## src/sacc_pkg.sv

```systemverilog
// Purpose: Shared constants for the converter control block
// Assumes: 10 MHz core clock, byte-wide register port
// Notes: Offsets are register indexes on the plain port
package sacc_pkg;
  localparam int unsigned SACC_CLK_HZ = 10000000;
  localparam logic [7:0] SACC_OFS_CTRL = 8'h08;
  localparam logic [7:0] SACC_OFS_PCFG = 8'h9f;
  localparam logic [7:0] SACC_OFS_RESULT = 8'h1e;
  localparam logic [7:0] SACC_OFS_IRQ_STAT = 8'h40;
  localparam logic [7:0] SACC_OFS_IRQ_MASK = 8'h41;
  localparam logic [7:0] SACC_OFS_AUX = 8'h42;
  localparam int SACC_BIT_ON = 0;
  localparam int SACC_BIT_DONE = 1;
  localparam int SACC_BIT_GO = 2;
  localparam int SACC_BIT_GP = 5;
  localparam logic [7:0] SACC_CTRL_RST = 8'h00;
  localparam logic [7:0] SACC_CTRL_WMASK_GP = 8'hff;
  localparam logic [7:0] SACC_CTRL_WMASK_NOGP = 8'hdf;
  localparam logic [1:0] SACC_PCFG_RST = 2'h0;
  localparam logic [1:0] SACC_CLK_DIV2 = 2'h0;
  localparam logic [1:0] SACC_CLK_DIV32 = 2'h2;
  localparam logic [1:0] SACC_CLK_RC = 2'h3;
  localparam logic [5:0] SACC_DIV2_TERM = 6'h01;
  localparam logic [5:0] SACC_DIV8_TERM = 6'h07;
  localparam logic [5:0] SACC_DIV32_TERM = 6'h1f;
  localparam logic [5:0] SACC_RC_TERM = 6'h03;
  localparam logic [1:0] SACC_INSTR_CYCLES = 2'h3;
  localparam int SACC_RES_W = 8;
  localparam logic [3:0] SACC_SAMPLE_PERIODS = 4'h2;
endpackage

```

## src/sacc_result_mem.sv

```systemverilog
// Purpose: Result holding register, not touched by reset
// Assumes: Single clock
// Notes: Content is unknown until first conversion completes
`timescale 1ns/1ps
module sacc_result_mem #(
  parameter int WIDTH = 8
) (
  input wire logic i_ref_clk,
  input wire logic i_we,
  input wire logic [WIDTH-1:0] i_wdata,
  output logic [WIDTH-1:0] o_rdata
);
  logic [WIDTH-1:0] store_reg;
  // No reset on purpose: value survives every reset
  always_ff @(posedge i_ref_clk) begin
    if (i_we) begin
      store_reg <= i_wdata;
    end
  end
  assign o_rdata = store_reg;
endmodule

```

## src/sacc_top.sv

```systemverilog
// Purpose: Successive approximation converter control and register file
// Assumes: Comparator output is sampled synchronously; sleep is a level input
// Notes: Result register is kept in a reset-free holding module
//
// The implementer's own choice: the strobed register port.
`timescale 1ns/1ps

module sacc_top
  import sacc_pkg::*;
#(
  parameter int RES_W = SACC_RES_W,
  parameter bit HAS_GP_BIT = 1'b1
) (
  input wire logic i_ref_clk,
  input wire logic i_rstn,
  input wire logic [7:0] i_addr,
  input wire logic [7:0] i_wdata,
  input wire logic i_wr,
  input wire logic i_rd,
  output logic [7:0] o_rdata,
  input wire logic i_sleep,
  input wire logic i_int_en,
  input wire logic i_cmp,
  output logic [RES_W-1:0] o_dac_code,
  output logic [1:0] o_chan_sel,
  output logic o_ref_pin_sel,
  output logic [1:0] o_pin_func,
  output logic o_analog_pwr,
  output logic o_sample,
  output logic o_wake,
  output logic o_irq
);
  typedef enum {SACC_IDLE, SACC_DELAY, SACC_SAMPLE, SACC_CONV} sacc_state_t;

  sacc_state_t state_reg, state_next;
  logic [7:0] ctrl_reg;
  logic [1:0] pcfg_reg;
  logic ref_sel_reg;
  logic irq_stat_reg;
  logic irq_mask_reg;
  logic [5:0] div_reg;
  logic [1:0] dly_reg;
  logic [3:0] samp_reg;
  logic [RES_W-1:0] sar_reg;
  logic [RES_W-1:0] bit_reg;
  logic [RES_W-1:0] result_q;
  logic [7:0] rdata_reg;
  logic [RES_W-1:0] dac_reg;
  logic [1:0] chan_reg;
  logic ref_out_reg;
  logic [1:0] pinf_reg;
  logic pwr_reg;
  logic sample_reg;
  logic wake_reg;
  logic irq_reg;

  wire sel_ctrl = (i_addr == SACC_OFS_CTRL);
  wire sel_pcfg = (i_addr == SACC_OFS_PCFG);
  wire sel_res = (i_addr == SACC_OFS_RESULT);
  wire sel_stat = (i_addr == SACC_OFS_IRQ_STAT);
  wire sel_mask = (i_addr == SACC_OFS_IRQ_MASK);
  wire sel_aux = (i_addr == SACC_OFS_AUX);
  wire wr_ctrl = i_wr && sel_ctrl;
  wire [7:0] ctrl_wmask = HAS_GP_BIT ? SACC_CTRL_WMASK_GP : SACC_CTRL_WMASK_NOGP;
  wire [1:0] clk_sel = ctrl_reg[7:6];
  wire conv_on = ctrl_reg[SACC_BIT_ON];
  wire is_rc = (clk_sel == SACC_CLK_RC);
  wire busy = (state_reg != SACC_IDLE);
  // Powered down while asleep without RC clock, ON bit stays set
  wire sleep_abort = i_sleep && !is_rc;
  wire start_req = wr_ctrl && i_wdata[SACC_BIT_GO] && i_wdata[SACC_BIT_ON] && !busy;
  // The clock select written with go decides the delay, not the one it replaces
  wire start_rc = (i_wdata[7:6] == SACC_CLK_RC);
  wire abort = !conv_on || sleep_abort;
  // Code 01 is undefined; it is run at div8 rather than stalling
  wire [5:0] div_term = (clk_sel == SACC_CLK_DIV2) ? SACC_DIV2_TERM :
                        (clk_sel == SACC_CLK_DIV32) ? SACC_DIV32_TERM :
                        is_rc ? SACC_RC_TERM : SACC_DIV8_TERM;
  wire tick = (div_reg == div_term);
  wire last_bit = bit_reg[0];
  wire finish = (state_reg == SACC_CONV) && tick && last_bit && !abort;
  wire [RES_W-1:0] trial = sar_reg | bit_reg;
  wire [RES_W-1:0] kept = i_cmp ? sar_reg : (sar_reg & ~bit_reg);
  wire [RES_W-1:0] sar_done = kept;
  wire done_set = finish;
  wire stat_clr = i_wr && sel_stat && i_wdata[0];
  wire [7:0] ctrl_rd = {ctrl_reg[7:6], HAS_GP_BIT ? ctrl_reg[5] : 1'b0, ctrl_reg[4:3],
                        busy, ctrl_reg[1:0]};
  wire [7:0] rd_mux = sel_ctrl ? ctrl_rd :
                      sel_pcfg ? {6'h00, pcfg_reg} :
                      sel_res ? result_q :
                      sel_stat ? {7'h00, irq_stat_reg} :
                      sel_mask ? {7'h00, irq_mask_reg} :
                      sel_aux ? {7'h00, ref_sel_reg} : 8'h00;
  wire [7:0] ctrl_wr_val = (ctrl_reg & ~ctrl_wmask) | (i_wdata & ctrl_wmask);

  always_comb begin
    state_next = state_reg;
    case (state_reg)
      SACC_IDLE: begin
        if (start_req) begin
          state_next = start_rc ? SACC_DELAY : SACC_SAMPLE;
        end
      end
      SACC_DELAY: begin
        if (abort) begin
          state_next = SACC_IDLE;
        end else if (dly_reg == SACC_INSTR_CYCLES) begin
          state_next = SACC_SAMPLE;
        end
      end
      SACC_SAMPLE: begin
        if (abort) begin
          state_next = SACC_IDLE;
        end else if (tick && samp_reg == SACC_SAMPLE_PERIODS) begin
          state_next = SACC_CONV;
        end
      end
      SACC_CONV: begin
        if (abort || (tick && last_bit)) begin
          state_next = SACC_IDLE;
        end
      end
      default: state_next = SACC_IDLE;
    endcase
  end

  always_ff @(posedge i_ref_clk or negedge i_rstn) begin
    if (!i_rstn) begin
      state_reg <= SACC_IDLE;
    end else begin
      state_reg <= state_next;
    end
  end

  // Done flag: hardware set wins over a software clear in the same cycle
  always_ff @(posedge i_ref_clk or negedge i_rstn) begin
    if (!i_rstn) begin
      ctrl_reg <= SACC_CTRL_RST;
    end else begin
      if (wr_ctrl) begin
        ctrl_reg <= ctrl_wr_val & ~8'h04;
      end
      if (done_set) begin
        ctrl_reg[SACC_BIT_DONE] <= 1'b1;
      end
    end
  end

  always_ff @(posedge i_ref_clk or negedge i_rstn) begin
    if (!i_rstn) begin
      pcfg_reg <= SACC_PCFG_RST;
      ref_sel_reg <= 1'b0;
      irq_mask_reg <= 1'b0;
    end else begin
      if (i_wr && sel_pcfg) begin
        pcfg_reg <= i_wdata[1:0];
      end
      if (i_wr && sel_aux) begin
        ref_sel_reg <= i_wdata[0];
      end
      if (i_wr && sel_mask) begin
        irq_mask_reg <= i_wdata[0];
      end
    end
  end

  always_ff @(posedge i_ref_clk or negedge i_rstn) begin
    if (!i_rstn) begin
      irq_stat_reg <= 1'b0;
    end else if (done_set) begin
      irq_stat_reg <= 1'b1;
    end else if (stat_clr) begin
      irq_stat_reg <= 1'b0;
    end
  end

  // Bit clock divider runs only in the sample and convert states, held at zero in the RC delay
  always_ff @(posedge i_ref_clk or negedge i_rstn) begin
    if (!i_rstn) begin
      div_reg <= 6'h00;
    end else if (!busy || tick || state_reg == SACC_DELAY) begin
      div_reg <= 6'h00;
    end else begin
      div_reg <= div_reg + 6'h01;
    end
  end

  always_ff @(posedge i_ref_clk or negedge i_rstn) begin
    if (!i_rstn) begin
      dly_reg <= 2'h0;
      samp_reg <= 4'h0;
    end else begin
      dly_reg <= (state_reg == SACC_DELAY) ? dly_reg + 2'h1 : 2'h0;
      if (state_reg != SACC_SAMPLE) begin
        samp_reg <= 4'h0;
      end else if (tick) begin
        samp_reg <= samp_reg + 4'h1;
      end
    end
  end

  // Successive approximation, MSB first
  always_ff @(posedge i_ref_clk or negedge i_rstn) begin
    if (!i_rstn) begin
      sar_reg <= '0;
      bit_reg <= '0;
    end else if (state_reg == SACC_SAMPLE) begin
      sar_reg <= {1'b1, {(RES_W-1){1'b0}}};
      bit_reg <= {1'b1, {(RES_W-1){1'b0}}};
    end else if (state_reg == SACC_CONV && tick) begin
      sar_reg <= (kept | (bit_reg >> 1));
      bit_reg <= bit_reg >> 1;
    end
  end

  sacc_result_mem #(
    .WIDTH(RES_W)
  ) u_result (
    .i_ref_clk(i_ref_clk),
    .i_we(finish),
    .i_wdata(sar_done),
    .o_rdata(result_q)
  );

  always_ff @(posedge i_ref_clk or negedge i_rstn) begin
    if (!i_rstn) begin
      rdata_reg <= 8'h00;
      dac_reg <= '0;
      chan_reg <= 2'h0;
      ref_out_reg <= 1'b0;
      pinf_reg <= 2'h0;
      pwr_reg <= 1'b0;
      sample_reg <= 1'b0;
      wake_reg <= 1'b0;
      irq_reg <= 1'b0;
    end else begin
      rdata_reg <= i_rd ? rd_mux : 8'h00;
      dac_reg <= (state_reg == SACC_CONV) ? trial : '0;
      chan_reg <= ctrl_reg[4:3];
      ref_out_reg <= ref_sel_reg;
      pinf_reg <= pcfg_reg;
      pwr_reg <= conv_on && !sleep_abort;
      sample_reg <= (state_reg == SACC_SAMPLE);
      wake_reg <= done_set && i_sleep && i_int_en;
      // Set path folded in so the line rises together with the status flag
      irq_reg <= (irq_stat_reg && irq_mask_reg) || (done_set && irq_mask_reg);
    end
  end

  assign o_rdata = rdata_reg;
  assign o_dac_code = dac_reg;
  assign o_chan_sel = chan_reg;
  assign o_ref_pin_sel = ref_out_reg;
  assign o_pin_func = pinf_reg;
  assign o_analog_pwr = pwr_reg;
  assign o_sample = sample_reg;
  assign o_wake = wake_reg;
  assign o_irq = irq_reg;

  // A start may switch power on in the same write, so it is excluded here
  rst_idle_a: assert property (@(posedge i_ref_clk) disable iff (!i_rstn)
    !conv_on && !start_req |=> !busy) else $error("busy while powered off");
  pwr_off_a: assert property (@(posedge i_ref_clk) disable iff (!i_rstn)
    !conv_on |=> !o_analog_pwr) else $error("powered while off");
  stat_set_a: assert property (@(posedge i_ref_clk) disable iff (!i_rstn)
    done_set |=> irq_stat_reg) else $error("status not set");
  go_start_a: assert property (@(posedge i_ref_clk) disable iff (!i_rstn)
    start_req |=> busy) else $error("start ignored");
  rc_delay_a: assert property (@(posedge i_ref_clk) disable iff (!i_rstn)
    start_req && start_rc |=> state_reg == SACC_DELAY) else $error("no rc delay");
  done_flag_a: assert property (@(posedge i_ref_clk) disable iff (!i_rstn)
    finish |=> ctrl_reg[SACC_BIT_DONE] && !busy) else $error("done not flagged");
  result_load_a: assert property (@(posedge i_ref_clk) disable iff (!i_rstn)
    finish |=> result_q == $past(sar_done)) else $error("result not loaded");
  sleep_abort_a: assert property (@(posedge i_ref_clk) disable iff (!i_rstn)
    sleep_abort && busy |=> !busy && !o_analog_pwr) else $error("sleep abort failed");
  wake_pulse_a: assert property (@(posedge i_ref_clk) disable iff (!i_rstn)
    finish && i_sleep && i_int_en |=> o_wake) else $error("no wake");
  chan_out_a: assert property (@(posedge i_ref_clk) disable iff (!i_rstn)
    ##1 o_chan_sel == $past(ctrl_reg[4:3])) else $error("channel mismatch");
  gp_zero_a: assert property (@(posedge i_ref_clk) disable iff (!i_rstn)
    i_rd && sel_ctrl |=> o_rdata[SACC_BIT_GP] == (HAS_GP_BIT && $past(ctrl_reg[SACC_BIT_GP])))
    else $error("bit5 readback wrong");
  pcfg_rst_a: assert property (@(posedge i_ref_clk) disable iff (!i_rstn)
    $rose(i_rstn) |-> pcfg_reg == SACC_PCFG_RST) else $error("pin config reset");
  conv_c: cover property (@(posedge i_ref_clk) disable iff (!i_rstn) finish);
  sleep_c: cover property (@(posedge i_ref_clk) disable iff (!i_rstn) finish && i_sleep);
  abort_c: cover property (@(posedge i_ref_clk) disable iff (!i_rstn) sleep_abort && busy);
  rc_start_c: cover property (@(posedge i_ref_clk) disable iff (!i_rstn)
    start_req && start_rc);
  wake_c: cover property (@(posedge i_ref_clk) disable iff (!i_rstn)
    o_wake);
endmodule

```

## config.mk

```make
export PLATFORM = sky130hd
export DESIGN_NAME = sacc_top
export DESIGN_NICKNAME = d
export VERILOG_FILES = /design/src/sacc_pkg.sv /design/src/sacc_result_mem.sv /design/src/sacc_top.sv
export SDC_FILE = /design/constraint.sdc
export NUM_CORES = 1
export LEC_CHECK = 0
export BUFFER_PORTS_ARGS = -buffer_cell sky130_fd_sc_hd__clkbuf_2
export CAP_MARGIN = 20
export CORE_UTILIZATION = 50
export CTS_CLUSTER_SIZE = 14
export DETAILED_ROUTE_END_ITERATION = 16
export PLACE_DENSITY = 0.71
export SLEW_MARGIN = 10
export SYNTH_ARGS = -nofsm -noshare
export SYNTH_HDL_FRONTEND = slang
export SYNTH_SLANG_ARGS = --single-unit
```

## constraint.sdc

```tcl
create_clock -name i_ref_clk -period 2.9 [get_ports i_ref_clk]
set_clock_uncertainty 0.1 [all_clocks]
set_input_delay 0.29 -clock i_ref_clk [delete_from_list [all_inputs] [get_ports i_ref_clk]]
set_output_delay 0.29 -clock i_ref_clk [all_outputs]
set_load 0.02 [all_outputs]
```

==> metrics.json <==
{
  "critical_path.endpoint_type": "flop",
  "gp_routability_congestion": 0.764,
  "post_route_cells_drive_above_1_share_pct": 27.3,
  "critPathBufInv": 3,
  "final_core_util_pct": 60.5,
  "area.growth.synth_to_final_pct": 17.0,
  "crit_type": "reg2reg",
  "maxUsedRoutingLayer": "met4",
  "grt_overflow": 0,
  "pin_count": 48,
  "grt_pass1_wl_mm": 11.1,
  "die_h_um": 83.0,
  "cpMaxStageDelayCell": "a2111oi_4",
  "worst_hold_path_type": "in2reg",
  "htreeDepth": 3,
  "place.detailed.instances": 409,
  "synth_area_per_cell_um2": 11.4,
  "timing.hold.worst.start": "i_wdata[3]",
  "placeableCoreArea_mm2": 0.00635,
  "timing.critical_path.fanout_max": 23,
  "synth.area.top_cells": "dfrtp_1, edfxtp_1, nor2_1",
  "clk_root_buffer_cell": "clkbuf_8",
  "synth_ff_type": "dfrtp_1",
  "min_delay_path_depth": 2,
  "design.final.nets": 374,
  "drt_first_iter_violations": 147,
  "num_rows": 29,
  "timing.rr.start": "ctrl_reg[6]$_DFFE_PN0N_",
  "synth_cells": 289,
  "critical_path_stages": 8,
  "count_of_port_buffers_added_during_placement": 47,
  "critical-path-max-stage-delay_ns": 0.40,
  "synthesized_flop_and_latch_total": 75,
  "clk_pin_slew_worst_paths_ns": 0.08,
  "pin_count_of_the_biggest_net_entering_global_routing": 36,
  "clk_path_buf_depth": 2,
  "synth_top_cell_by_area": "dfrtp_1",
  "cts_made_buffers": 9,
  "timing.critical_path.required_ns": 3.02,
  "whs_endpoint": "ctrl_reg[3]$_DFFE_PN0N_",
  "yosysWarnings": 0,
  "fin_hold_ws_ns": 0.0808,
  "worst_vdd_ir_mv": 0.423,
  "detail_route.wl_per_cell_um": 14.8,
  "finalSetupViolCount": 0,
  "power_density_mw_per_mm2": 587,
  "route.antenna.remaining_nets": 0,
  "net_count_after_synthesis": 319,
  "tightest_slew_ns": 0.528,
  "post-synth-top-count-cell": "dfrtp_1",
  "crit_arrival_ns": 2.65,
  "diodes": 0,
  "reg2reg_to": "bit_reg[3]$_DFFE_PN0P_",
  "async_flop_share_pct": 89.3,
  "maxSlewHeadroom_pct": 64.3,
  "final_period_minus_worst_setup_slack_ns": 2.53,
  "final_max_slew_viol_count": 0,
  "count_of_placed_standard_cells_in_the_final_layout_fillers_left_out": 425,
  "r2r_setup_slack_ns": 0.37,
  "met3WireLength_um": 229,
  "post_synth_edffs": 8,
  "r2r_cells": 8,
  "start_util_pct": 51.7,
  "cap_violations": 0,
  "die_area_mm2": 0.00689,
  "min_period_over_period_pct": 87.3,
  "setup_repair_after_global_routing_missed_its_margin": "no",
  "drc": 0,
  "tritoncts_clock_tree": "done",
  "hold_viol": 0,
  "num-fill-cells": 527,
  "fmaxAchievable_mhz": 395,
  "via_per_inst": 5.38,
  "finalWirelength_mm": 6.27,
  "worst_setup_path_start_kind": "flop",
  "detailedRoute.firstPassIterationCount": 4,
  "route.met2.wl_mm": 2.92,
  "setup-tns-final_ns": 0,
  "critical-path-top-delay-family": "buffers and inverters",
  "die_w_um": 83.0,
  "cp_most_frequent_cell": "buf_4",
  "outcome": "completed",
  "crit_path_cell_trace": "inv_1 -> ha_1 -> or3_4 -> a2111oi_4 -> buf_4 -> and2_1 -> buf_4 -> o21ai_0",
  "cts_num_sinks": 75,
  "detailroute.via_count": 2285,
  "synthesis.area_mm2": 0.00328,
  "clock_latency_ns": 0.34,
  "synth_sequential_area_ratio_pct": 58.4,
  "number_of_global_route_vias_before_repair": 2267,
  "synth.distinct_cells": 47,
  "all_layer_gr_usage_pct": 20.6,
  "post-synth-top-area-fraction_pct": 51.1,
  "drt-met1-wl_mm": 3.04,
  "leakage_power_uw": 0.00184,
  "post_cts_buffers": 0,
  "detailed_place_hpwl_mm": 4.41,
  "post_cts.resized_instances": 0,
  "grt_antenna_before_repair": 0,
  "ys_top_cells_by_count": "dfrtp_1, nor2_1, nand2_1, nand3_1, inv_1"
}
-- worst max path at each step --
stage               slack [ns]               startpoint                       endpoint
global route              0.20  ctrl_reg[6]$_DFFE_PN0N_         bit_reg[1]$_DFFE_PN0P_
CTS                       0.36  ctrl_reg[6]$_DFFE_PN0N_         bit_reg[3]$_DFFE_PN0P_
floorplan                 0.57  ctrl_reg[6]$_DFFE_PN0N_  u_result.o_rdata[0]$_DFFE_PP_
detailed placement        0.37  ctrl_reg[6]$_DFFE_PN0N_         bit_reg[3]$_DFFE_PN0P_
global placement          0.44  ctrl_reg[6]$_DFFE_PN0N_         bit_reg[4]$_DFFE_PN0P_
finish                    0.37  ctrl_reg[6]$_DFFE_PN0N_         bit_reg[3]$_DFFE_PN0P_
-- cell usage in the layout, fill, tap and decap left out, types with 6 or more instances in the layout --
cell type  synthesis  layout
edfxtp_1           8       8
o21ai_2           10      10
nor2_1            33      33
a21boi_0           6       6
dfrtp_1           67      67
nand2b_1           8       8
o21ai_0           10      10
clkbuf_8           0       9
inv_1             13      13
mux2_2            10      10
nand3_1           15      15
clkbuf_2           0      46
a21oi_1            7       7
a22oi_1            6       6
buf_4              1       7
ha_1               7       7
o211ai_1           6       6
nand2_1           23      23
-- power breakdown --
part           internal [uW]  total, uW  switching (uW)
clock                    448        836             388
combinational            105        241             136
sequential              1130       1180            46.1
total                   1680       2250             570
-- metrics by stage --
| stage | power, uW | setup WS [ns] | instance area (um^2) |
|---|---|---|---|
| floorplan | 1350 | 0.572 | 3280 |
| global placement | 1430 | 0.439 | 3620 |
| detailed placement | 1440 | 0.365 | 3620 |
| CTS | 2280 | 0.361 | 3840 |
| global route | 2360 | 0.203 | 3840 |
| finish | 2250 | 0.367 | 3840 |
-- logic make-up (layout without fill, tap and decap cells) --
logic type | Yosys count | in the layout | synth area share, %
simple gates | 104 | 104 | 15.7
flops | 75 | 75 | 58.4
compound gates | 57 | 57 | 13.2
buf+inv | 25 | 84 | 3.51
mux | 13 | 13 | 4.35
fa+ha+maj | 8 | 8 | 2.97
xor+xnor | 7 | 7 | 1.87
-- timing repair --
item                       4_1_cts  5_1_grt
setup endpoints to repair        0        0
hold buffers                     1        0
hold endpoints to repair        41        0
-- layout make-up --
cell class                 count  area (um^2)  share of cell area, %
tap                           77         96.3                   2.51
inverter                      13         48.8                   1.27
clock inverter                 5         60.1                   1.56
timing repair buffer          56          318                   8.28
multi-input combinational    189         1250                   32.6
sequential                    75         1920                   49.9
clock buffer                  10          149                   3.88
-- layer usage --
| metal | vias to the layer above | global-route usage [%] |
|---|---|---|
| li1 | 1123 | - |
| met1 | 1106 | 28.8 |
| met2 | 50 | 31.3 |
| met3 | 6 | 5.27 |
| met4 | 0 | 7.52 |
| met5 | - | 0 |
-- worst register-to-register path, stage by stage, from the launching register on --
cell and delay, ns:
dfrtp_1 0.39, inv_1 0.08, ha_1 0.21, or3_4 0.38, a2111oi_4 0.40, buf_4 0.32
and2_1 0.16, buf_4 0.24, o21ai_0 0.14
Note: power is estimated with default switching activity, not from simulation.
